<file path="config.mk">
export PLATFORM = sky130hd
export DESIGN_NAME = cts_timer_set
export DESIGN_NICKNAME = d
export VERILOG_FILES = /design/src/cts_pkg.sv /design/src/cts_down_ctr.sv /design/src/cts_timer_set.sv
export VERILOG_INCLUDE_DIRS = /design/src /design/src/src
export SDC_FILE = /design/constraint.sdc
export NUM_CORES = 1
export LEC_CHECK = 0
export BUFFER_PORTS_ARGS = -buffer_cell sky130_fd_sc_hd__clkbuf_2
export CORE_MARGIN = 1
export CORE_UTILIZATION = 55
export DETAILED_ROUTE_END_ITERATION = 10
export GPL_TIMING_DRIVEN = 0
export PLACE_DENSITY = 0.76
export SYNTH_ARGS = -nofsm -noshare
export SYNTH_HDL_FRONTEND = slang
export SYNTH_SLANG_ARGS = --single-unit
export TNS_END_PERCENT = 50
</file>
<file path="constraint.sdc">
create_clock -name core_clk -period 12.6 [get_ports core_clk]
set_input_delay 0 -clock core_clk [delete_from_list [all_inputs] [get_ports core_clk]]
set_output_delay 0 -clock core_clk [all_outputs]
set_load 0.01 [all_outputs]
</file>
<file path="src/cts_cfg.svh">
// Constants for the processor timer set: offsets, fields, rates.
// Assumes inclusion by bare name from the package and the top module.
`ifndef CTS_CFG_SVH
`define CTS_CFG_SVH

// Clock rates in Hz and the derived divider counts
`define CTS_CORE_HZ 100000000
`define CTS_RC_HZ 2000000
`define CTS_RC_DIV (`CTS_CORE_HZ / `CTS_RC_HZ)
`define CTS_SLEEP_DIV 64

// Dual timer register offsets (byte addresses, one word each)
`define CTS_BASE1 8'h10
`define CTS_OFF_LOAD 4'h0
`define CTS_OFF_VALUE 4'h4
`define CTS_OFF_CTRL 4'h8
`define CTS_OFF_CLR 4'hC

// Control register fields
`define CTS_CTRL_EN 0
`define CTS_CTRL_MODE_LO 1
`define CTS_CTRL_MODE_HI 2
`define CTS_CTRL_IRQ 3

// Reset and wrap values
`define CTS_ZERO32 32'h0000_0000
`define CTS_ONES32 32'hFFFF_FFFF

`endif

</file>
<file path="src/cts_pkg.sv">
// Types shared by the processor timer set modules.
// Assumes the constants header is on the include path.
`include "cts_cfg.svh"

package cts_pkg;

    // Counter behaviour after reaching zero
    typedef enum logic [1:0] {
        CTS_FREE,
        CTS_PERIODIC,
        CTS_ONESHOT
    } cts_mode_t;

    // Decode of the two mode bits; the spare code acts as one-shot
    function automatic cts_mode_t cts_mode_of(input logic [1:0] bits);
        case (bits)
            2'h0: cts_mode_of = CTS_FREE;
            2'h1: cts_mode_of = CTS_PERIODIC;
            default: cts_mode_of = CTS_ONESHOT;
        endcase
    endfunction : cts_mode_of

endpackage : cts_pkg

</file>
<file path="src/cts_down_ctr.sv">
// One 32-bit down-counter with free, periodic and one-shot behaviour.
// Assumes one core clock; step_en is a one-cycle advance pulse.
`timescale 1ns/1ps
`include "cts_cfg.svh"

module cts_down_ctr
    import cts_pkg::*;
(
    // Clock and reset
    input wire logic core_clk,
    input wire logic rst,
    // Control
    input wire logic step_en,
    input wire logic enable,
    input wire cts_mode_t mode,
    input wire logic [31:0] load_val,
    input wire logic load_wr,
    input wire logic irq_clr,
    // Status
    output logic [31:0] count,
    output logic irq,
    output logic expire
);

    typedef struct packed {
        logic [31:0] cnt;
        logic run;
        logic irq;
    } cts_ctr_state_t;

    cts_ctr_state_t st_reg;
    cts_ctr_state_t st_next;
    logic adv;

    // Next state of count, run flag and sticky interrupt
    always_comb begin
        st_next = st_reg;
        expire = 1'b0;
        adv = step_en && enable && st_reg.run;
        if (load_wr) begin
            st_next.cnt = load_val;
            st_next.run = 1'b1; // Reprogramming restarts a halted count
        end else if (adv) begin
            if (st_reg.cnt == 32'h0000_0001 ||
                (st_reg.cnt == `CTS_ZERO32 && mode == CTS_ONESHOT)) begin
                expire = 1'b1; // Expiry on reaching zero
                case (mode)
                    CTS_PERIODIC: st_next.cnt = load_val;
                    CTS_ONESHOT: begin
                        st_next.cnt = `CTS_ZERO32;
                        st_next.run = 1'b0; // Halt after one expiry
                    end
                    default: st_next.cnt = `CTS_ZERO32;
                endcase
            end else if (st_reg.cnt == `CTS_ZERO32) begin
                // Free wraps to all ones, periodic reloads
                st_next.cnt = (mode == CTS_PERIODIC) ? load_val
                                                      : `CTS_ONES32;
            end else begin
                st_next.cnt = st_reg.cnt - 32'h0000_0001;
            end
        end
        // Sticky flag, a new expiry wins over a clear
        if (irq_clr) begin
            st_next.irq = 1'b0;
        end
        if (expire) begin
            st_next.irq = 1'b1;
        end
    end

    // State register
    always_ff @(posedge core_clk or posedge rst) begin
        if (rst) begin
            st_reg <= '0;
        end else begin
            st_reg <= st_next;
        end
    end

    assign count = st_reg.cnt;
    assign irq = st_reg.irq;

endmodule : cts_down_ctr

</file>
<file path="src/cts_timer_set.sv">
// Processor timer set: interval tick timer, APB dual timer, wake timer.
// Assumes a 100 MHz core clock and the sleep rate derived from it.
//
// Operation
// - A 32-bit timer gives a recurring tick at a programmed interval.
// - The dual timer has two independent 32-bit down-counters.
// - Each dual-timer counter raises its own interrupt on expiry.
// - Each dual counter runs free, periodic with reload, or one-shot.
// - The dual timer is programmed and read as an APB slave.
// - The wake timer is a 32-bit down-counter on the ~32 kHz sleep rate.
// - Wake timer expiry gives a processor interrupt and a chip wake-up.
// - In one-time mode the wake timer signals once and then stops.
// - In auto-reload mode the wake timer signals and restarts at once.
// - The sleep rate is the 2 MHz RC rate divided by sixty-four.
`timescale 1ns/1ps
`include "cts_cfg.svh"

module cts_timer_set
    import cts_pkg::*;
(
    // Clock and reset
    input wire logic core_clk,
    input wire logic rst,
    // APB slave for the dual timer
    input wire logic psel,
    input wire logic penable,
    input wire logic pwrite,
    input wire logic [7:0] paddr,
    input wire logic [31:0] pwdata,
    output logic [31:0] prdata,
    output logic pready,
    output logic pslverr,
    // Dual timer interrupts
    output logic dual0_irq,
    output logic dual1_irq,
    // Interval tick timer
    input wire logic [31:0] tick_load,
    input wire logic tick_load_wr,
    input wire logic tick_enable,
    input wire logic tick_clr,
    output logic tick_pulse,
    output logic tick_irq,
    output logic [31:0] tick_count,
    // Wake timer
    input wire logic [31:0] wake_load,
    input wire logic wake_load_wr,
    input wire logic wake_enable,
    input wire logic wake_auto,
    input wire logic wake_clr,
    output logic wake_irq,
    output logic chip_wake,
    output logic [31:0] wake_count
);

    typedef struct packed {
        logic [31:0] rdata;
        logic [1:0] en;
        logic [1:0] mode0;
        logic [1:0] mode1;
        logic [31:0] load0;
        logic [31:0] load1;
        logic [5:0] rc_cnt;
        logic [5:0] sleep_cnt;
        logic [31:0] tick_val;
        logic [31:0] wake_val;
    } cts_top_state_t;

    cts_top_state_t st_reg;
    cts_top_state_t st_next;

    logic [1:0] d_load_wr;
    logic [1:0] d_clr;
    logic [1:0] d_irq;
    logic [31:0] d_cnt0;
    logic [31:0] d_cnt1;
    logic rc_en;
    logic sleep_en;
    logic setup_rd;
    logic access_wr;
    logic sel1;
    logic [3:0] reg_off;
    logic mapped;
    logic tick_irq_i;
    logic tick_exp;
    logic wake_irq_i;
    logic [31:0] tick_cnt_i;
    logic [31:0] wake_cnt_i;

    // Address decode of the two register banks
    assign sel1 = (paddr[7:4] == 4'(`CTS_BASE1 >> 4));
    assign reg_off = paddr[3:0];
    assign mapped = (paddr[7:4] == 4'h0) || sel1;
    assign setup_rd = psel && !penable && !pwrite;
    assign access_wr = psel && penable && pwrite && mapped;

    // Write strobes to each counter
    always_comb begin
        d_load_wr = 2'h0;
        d_clr = 2'h0;
        if (access_wr && reg_off == `CTS_OFF_LOAD) begin
            d_load_wr[sel1] = 1'b1;
        end
        if (access_wr && reg_off == `CTS_OFF_CLR) begin
            d_clr[sel1] = 1'b1;
        end
    end

    // Dividers: core to 2 MHz, then 2 MHz by sixty-four
    assign rc_en = (st_reg.rc_cnt == 6'(`CTS_RC_DIV - 1));
    assign sleep_en = rc_en && (st_reg.sleep_cnt == 6'(`CTS_SLEEP_DIV - 1));

    // Register updates and read data capture
    always_comb begin
        st_next = st_reg;
        st_next.rc_cnt = rc_en ? 6'h00 : st_reg.rc_cnt + 6'h01;
        if (rc_en) begin
            st_next.sleep_cnt = st_reg.sleep_cnt + 6'h01; // Wraps at 64
        end
        if (access_wr && reg_off == `CTS_OFF_LOAD) begin
            if (sel1) begin
                st_next.load1 = pwdata;
            end else begin
                st_next.load0 = pwdata;
            end
        end
        if (access_wr && reg_off == `CTS_OFF_CTRL) begin
            st_next.en[sel1] = pwdata[`CTS_CTRL_EN];
            if (sel1) begin
                st_next.mode1 = pwdata[`CTS_CTRL_MODE_HI:`CTS_CTRL_MODE_LO];
            end else begin
                st_next.mode0 = pwdata[`CTS_CTRL_MODE_HI:`CTS_CTRL_MODE_LO];
            end
        end
        // Read data is sampled in the setup phase
        if (setup_rd) begin
            case (reg_off)
                `CTS_OFF_LOAD: st_next.rdata = sel1 ? st_reg.load1
                                                    : st_reg.load0;
                `CTS_OFF_VALUE: st_next.rdata = sel1 ? d_cnt1 : d_cnt0;
                `CTS_OFF_CTRL: begin
                    st_next.rdata = `CTS_ZERO32;
                    st_next.rdata[`CTS_CTRL_EN] = st_reg.en[sel1];
                    st_next.rdata[`CTS_CTRL_MODE_HI:`CTS_CTRL_MODE_LO] =
                        sel1 ? st_reg.mode1 : st_reg.mode0;
                    st_next.rdata[`CTS_CTRL_IRQ] = d_irq[sel1];
                end
                default: st_next.rdata = `CTS_ZERO32;
            endcase
            if (!mapped) begin
                st_next.rdata = `CTS_ZERO32;
            end
        end
        st_next.tick_val = tick_cnt_i;
        st_next.wake_val = wake_cnt_i;
    end

    // State register
    always_ff @(posedge core_clk or posedge rst) begin
        if (rst) begin
            st_reg <= '0;
        end else begin
            st_reg <= st_next;
        end
    end

    // Two independent dual-timer counters on the core clock
    cts_down_ctr u_dual0 (
        .core_clk(core_clk),
        .rst(rst),
        .step_en(1'b1),
        .enable(st_reg.en[0]),
        .mode(cts_mode_of(st_reg.mode0)),
        .load_val(d_load_wr[0] ? pwdata : st_reg.load0),
        .load_wr(d_load_wr[0]),
        .irq_clr(d_clr[0]),
        .count(d_cnt0),
        .irq(d_irq[0]),
        .expire()
    );

    cts_down_ctr u_dual1 (
        .core_clk(core_clk),
        .rst(rst),
        .step_en(1'b1),
        .enable(st_reg.en[1]),
        .mode(cts_mode_of(st_reg.mode1)),
        .load_val(d_load_wr[1] ? pwdata : st_reg.load1),
        .load_wr(d_load_wr[1]),
        .irq_clr(d_clr[1]),
        .count(d_cnt1),
        .irq(d_irq[1]),
        .expire()
    );

    // Interval tick timer, always periodic
    cts_down_ctr u_tick (
        .core_clk(core_clk),
        .rst(rst),
        .step_en(1'b1),
        .enable(tick_enable),
        .mode(CTS_PERIODIC),
        .load_val(tick_load),
        .load_wr(tick_load_wr),
        .irq_clr(tick_clr),
        .count(tick_cnt_i),
        .irq(tick_irq_i),
        .expire(tick_exp)
    );

    // Wake timer on the sleep rate, one-time or auto-reload
    cts_down_ctr u_wake (
        .core_clk(core_clk),
        .rst(rst),
        .step_en(sleep_en),
        .enable(wake_enable),
        .mode(wake_auto ? CTS_PERIODIC : CTS_ONESHOT),
        .load_val(wake_load),
        .load_wr(wake_load_wr),
        .irq_clr(wake_clr),
        .count(wake_cnt_i),
        .irq(wake_irq_i),
        .expire()
    );

    // APB answers: no wait states, error on an unmapped address
    assign prdata = st_reg.rdata;
    assign pready = 1'b1;
    assign pslverr = psel && penable && !mapped;

    // Interrupt and wake outputs
    assign dual0_irq = d_irq[0];
    assign dual1_irq = d_irq[1];
    assign tick_pulse = tick_exp;
    assign tick_irq = tick_irq_i;
    assign tick_count = st_reg.tick_val;
    assign wake_irq = wake_irq_i;
    assign chip_wake = wake_irq_i;
    assign wake_count = st_reg.wake_val;

endmodule : cts_timer_set

</file>
==> results by group <==
Run status
  • Status: finished, violations left
  • Failing checks: max-capacitance violations

Drt
  • Total number of vias: 17334
  • First drt pass iteration count: 5
  • Post-DRT Antenna Nets: 0
  • Post-route DRC: 0
  • Final wirelength: 62.3 mm
  • Vias per inst: 6.35
  • Routed length per instance: 22.8 um
  • Initial DRC Count: 1927

Timing
  • RSZ-0062 raised after global routing: no
  • Sum Neg Setup Slack: 0 ps
  • Fmax: about 0.25 GHz
  • Slew Limit Fails: 0
  • Worst Tran Pin Value: 1470 ps
  • Final hold violation count: 0
  • Number of setup violations in the final report: 0
  • Hold_ws: 54.5 ps
  • Slew headroom: approximately 1.0%
  • Min Tclk post-route: 3930 ps
  • Part of the cycle the worst path needs: 31.2%
  • Clk_skew: 13.7 ps

Clocking
  • CTS tree: done
  • H-Tree Depth: 2
  • Total CTS buffers: 37
  • Clock Pin Slew Worst Setup and Hold Paths: 60 ps
  • Clk buf depth: 3
  • Root buf cell: clkbuf_16
  • # clock sinks: 314
  • Setup repair bufs after CTS: 0
  • Clock latency at the later pin of the worst-skew pair: 530 ps

Synthesis
  • Register area share after synthesis: 44.8%
  • Yosys warning total: 0
  • Synth Flop Type: dfrtp_1
  • Post-synth top area share: 44.8%
  • Post-synth top area cell: dfrtp_1
  • Synthesized instance count: just under 2000
  • Syn nets: 2059
  • Async SR Flop Fraction: 100%
  • Distinct cells, synth: between 70 and 80
  • Syn_area_per_cell: 9.08 um2
  • Number of flops mapped to enable cells by yosys: 0
  • Seq cells post-synth: 314
  • Synth top area cells: dfrtp_1 45%, nand2_1 5.4%, buf_4 4.2%, a21oi_1 3.7%, o21ai_0 3.7%
  • Cell area after synthesis: 17500 um2

Global route
  • Antenna violations before repair: 1
  • Aggregate global-route resource usage: 38.2%
  • Grt total ovfl: 0
  • First-pass GRT wire length: 96.4 mm
  • Vias in the first global route: 16914
  • Largest net degree at the start of global routing: roughly 130

Floorplanning
  • Starting Density: 55.8%
  • Die width: 181 um
  • FP Rows: 65
  • I/O Pins: 220
  • DIE HEIGHT: about 180 um
  • Die area: approximately 33000 um2
  • Core Area: 31500 um2

Finish
  • Most common cell after layout, fill and taps aside: dfrtp_1
  • Number of flip-flops under the largest register name: 82
  • Fraction of layout cells with a size suffix above 1: 19.3%
  • P&R area growth vs syn: 23.3%
  • Util after Layout: between 60% and 70%
  • Multi-input gate area: between 8000 and 9000 um2
  • Final net count: 2425
  • Fill cell count: between 2000 and 3000
  • Most frequent cells in the layout: 314 x dfrtp_1, 252 x nand2_1, 217 x clkbuf_2
  • Inserted Diodes: 0
  • Sequential cell area: 7860 um2

Power and ir drop
  • Leak pwr: 9.87 nW
  • Tot Pwr: 2.72 mW
  • VDD IR max: 0.108 mV
  • Power Density: about 130 nW/um2

Critical path
  • Max Fanout on Critical Path: 9
  • Slowest stage delay, CP: roughly 1300 ps
  • CP max-delay cell: nor4_2
  • WP data arrival: 4380 ps
  • CP Buf/Inv Count: 1
  • Cell family with most CP delay: simple AND/OR/NAND/NOR gates
  • CP Launch Type: register
  • FF-to-FF Start: u_dual0.count[10]
  • Crit-path cells: clkbuf_1, nor4_1, nand2_1, nor4_2, a21o_1, a211oi_1, nor3_1
  • Worst Setup End Kind: register
  • Worst path required time: 13050 ps
  • CP Launch Point: u_dual0.count[10]
  • Crit Path Class: reg2reg

Placed design
  • DP Wirelength: roughly 44 mm
  • RD Place Congestion: about 0.99
  • IO Port Bufs: between 200 and 250

Job
  • Max Cap Viol: 1

Hold path
  • Min-delay worst type: in2reg
  • Hold Crit Start: wake_auto
-- synth_stat cells, types with 15 or more instances --
cell and n:
a31oi_1 18, inv_1 36, a22oi_1 28, clkbuf_1 87
buf_2 15, a221o_1 20, a22o_1 37, or3_1 21
buf_4 98, or4_1 21, xnor2_1 37, o21ai_0 129
o22ai_1 35, nand3_1 64, nor4_1 35, a21oi_1 131
dfrtp_1 314, a211oi_1 16, and3_1 16, o211ai_1 25
mux2i_1 62, xor2_1 32, nor2_1 120, nor3_1 60
nand4_1 17, nand2_1 252
-- layer usage --
| metal | track usage, % | part of all wire [%] | up-vias |
|---|---|---|---|
| met2 | 62.6 | 47 | 1015 |
| li1 | - | - | 7704 |
| met5 | 0 | 0 | - |
| met3 | 6.22 | 8.5 | 203 |
| met1 | 48.9 | 39 | 8412 |
| met4 | 19.7 | 5.3 | 0 |
-- tightest hold or removal path, stage by stage --
cell	delay, ps
clkbuf_2	120
clkinv_1	200
nand3_1	100
nand2_1	70
nand2_1	50
-- final timing paths --
| check | end | slack [ps] | cells after the start |
|---|---|---|---|
| max | u_dual0.count[27] | 8670 | 7 |
| min | u_wake.st_reg[1] | 50 | 5 |
| max reg2reg | u_dual0.count[27] | 8670 | 7 |
| min reg2reg | wake_count[16] | 400 | 0 |
| max in group asynchronous | u_dual0.count[11] | 10930 | 5 |
| min in group asynchronous | prdata[7] | 210 | 3 |
-- kinds of logic (layout without fill, tap and decap cells) --
kind of cell / after synthesis / after routing / synth area share (%)
compound gates: 532 / 532 / 19.5
xor+xnor: 69 / 69 / 3.44
fa+ha+maj: 11 / 11 / 0.784
buf+inv: 243 / 638 / 7.49
flops: 314 / 314 / 44.8
mux: 75 / 75 / 4.37
other cells: 1 / 1 / 0.0214
simple gates: 687 / 687 / 19.6
-- final cells by class --
type | instances | share of cell area [%]
Buffer | 206 | 5.44
Clock buffer | 56 | 5.27
Clock inverter | 12 | 0.966
Inverter | 37 | 0.677
Multi-Input combinational cell | 1375 | 38.7
Sequential cell | 314 | 36.3
Tap cell | 402 | 2.32
Timing Repair Buffer | 327 | 10.3
-- timing repair --
action	4_1_cts	5_1_grt
resized for setup	0	0
endpoints found under the setup margin	0	0
hold endpoints to repair	330	0
hold buffers	108	0
-- per-stage QoR --
stage,instance area [um2],setup WS [ps],std cells
2_1_floorplan,17500,3910,1932
3_3_place_gp,19100,467,2550
3_5_place_dp,19200,8850,2553
4_1_cts,21600,8840,2729
5_1_grt,21600,8550,2729
6_report,21600,8670,2729
-- report_power, final --
| part | switching [mW] | internal [mW] | leakage [nW] |
|---|---|---|---|
| combinational | 0.203 | 0.173 | 5.27 |
| clock | 0.447 | 0.731 | 0.653 |
| sequential | 0.0838 | 1.08 | 3.95 |
(Power assumes the default switching activity.)
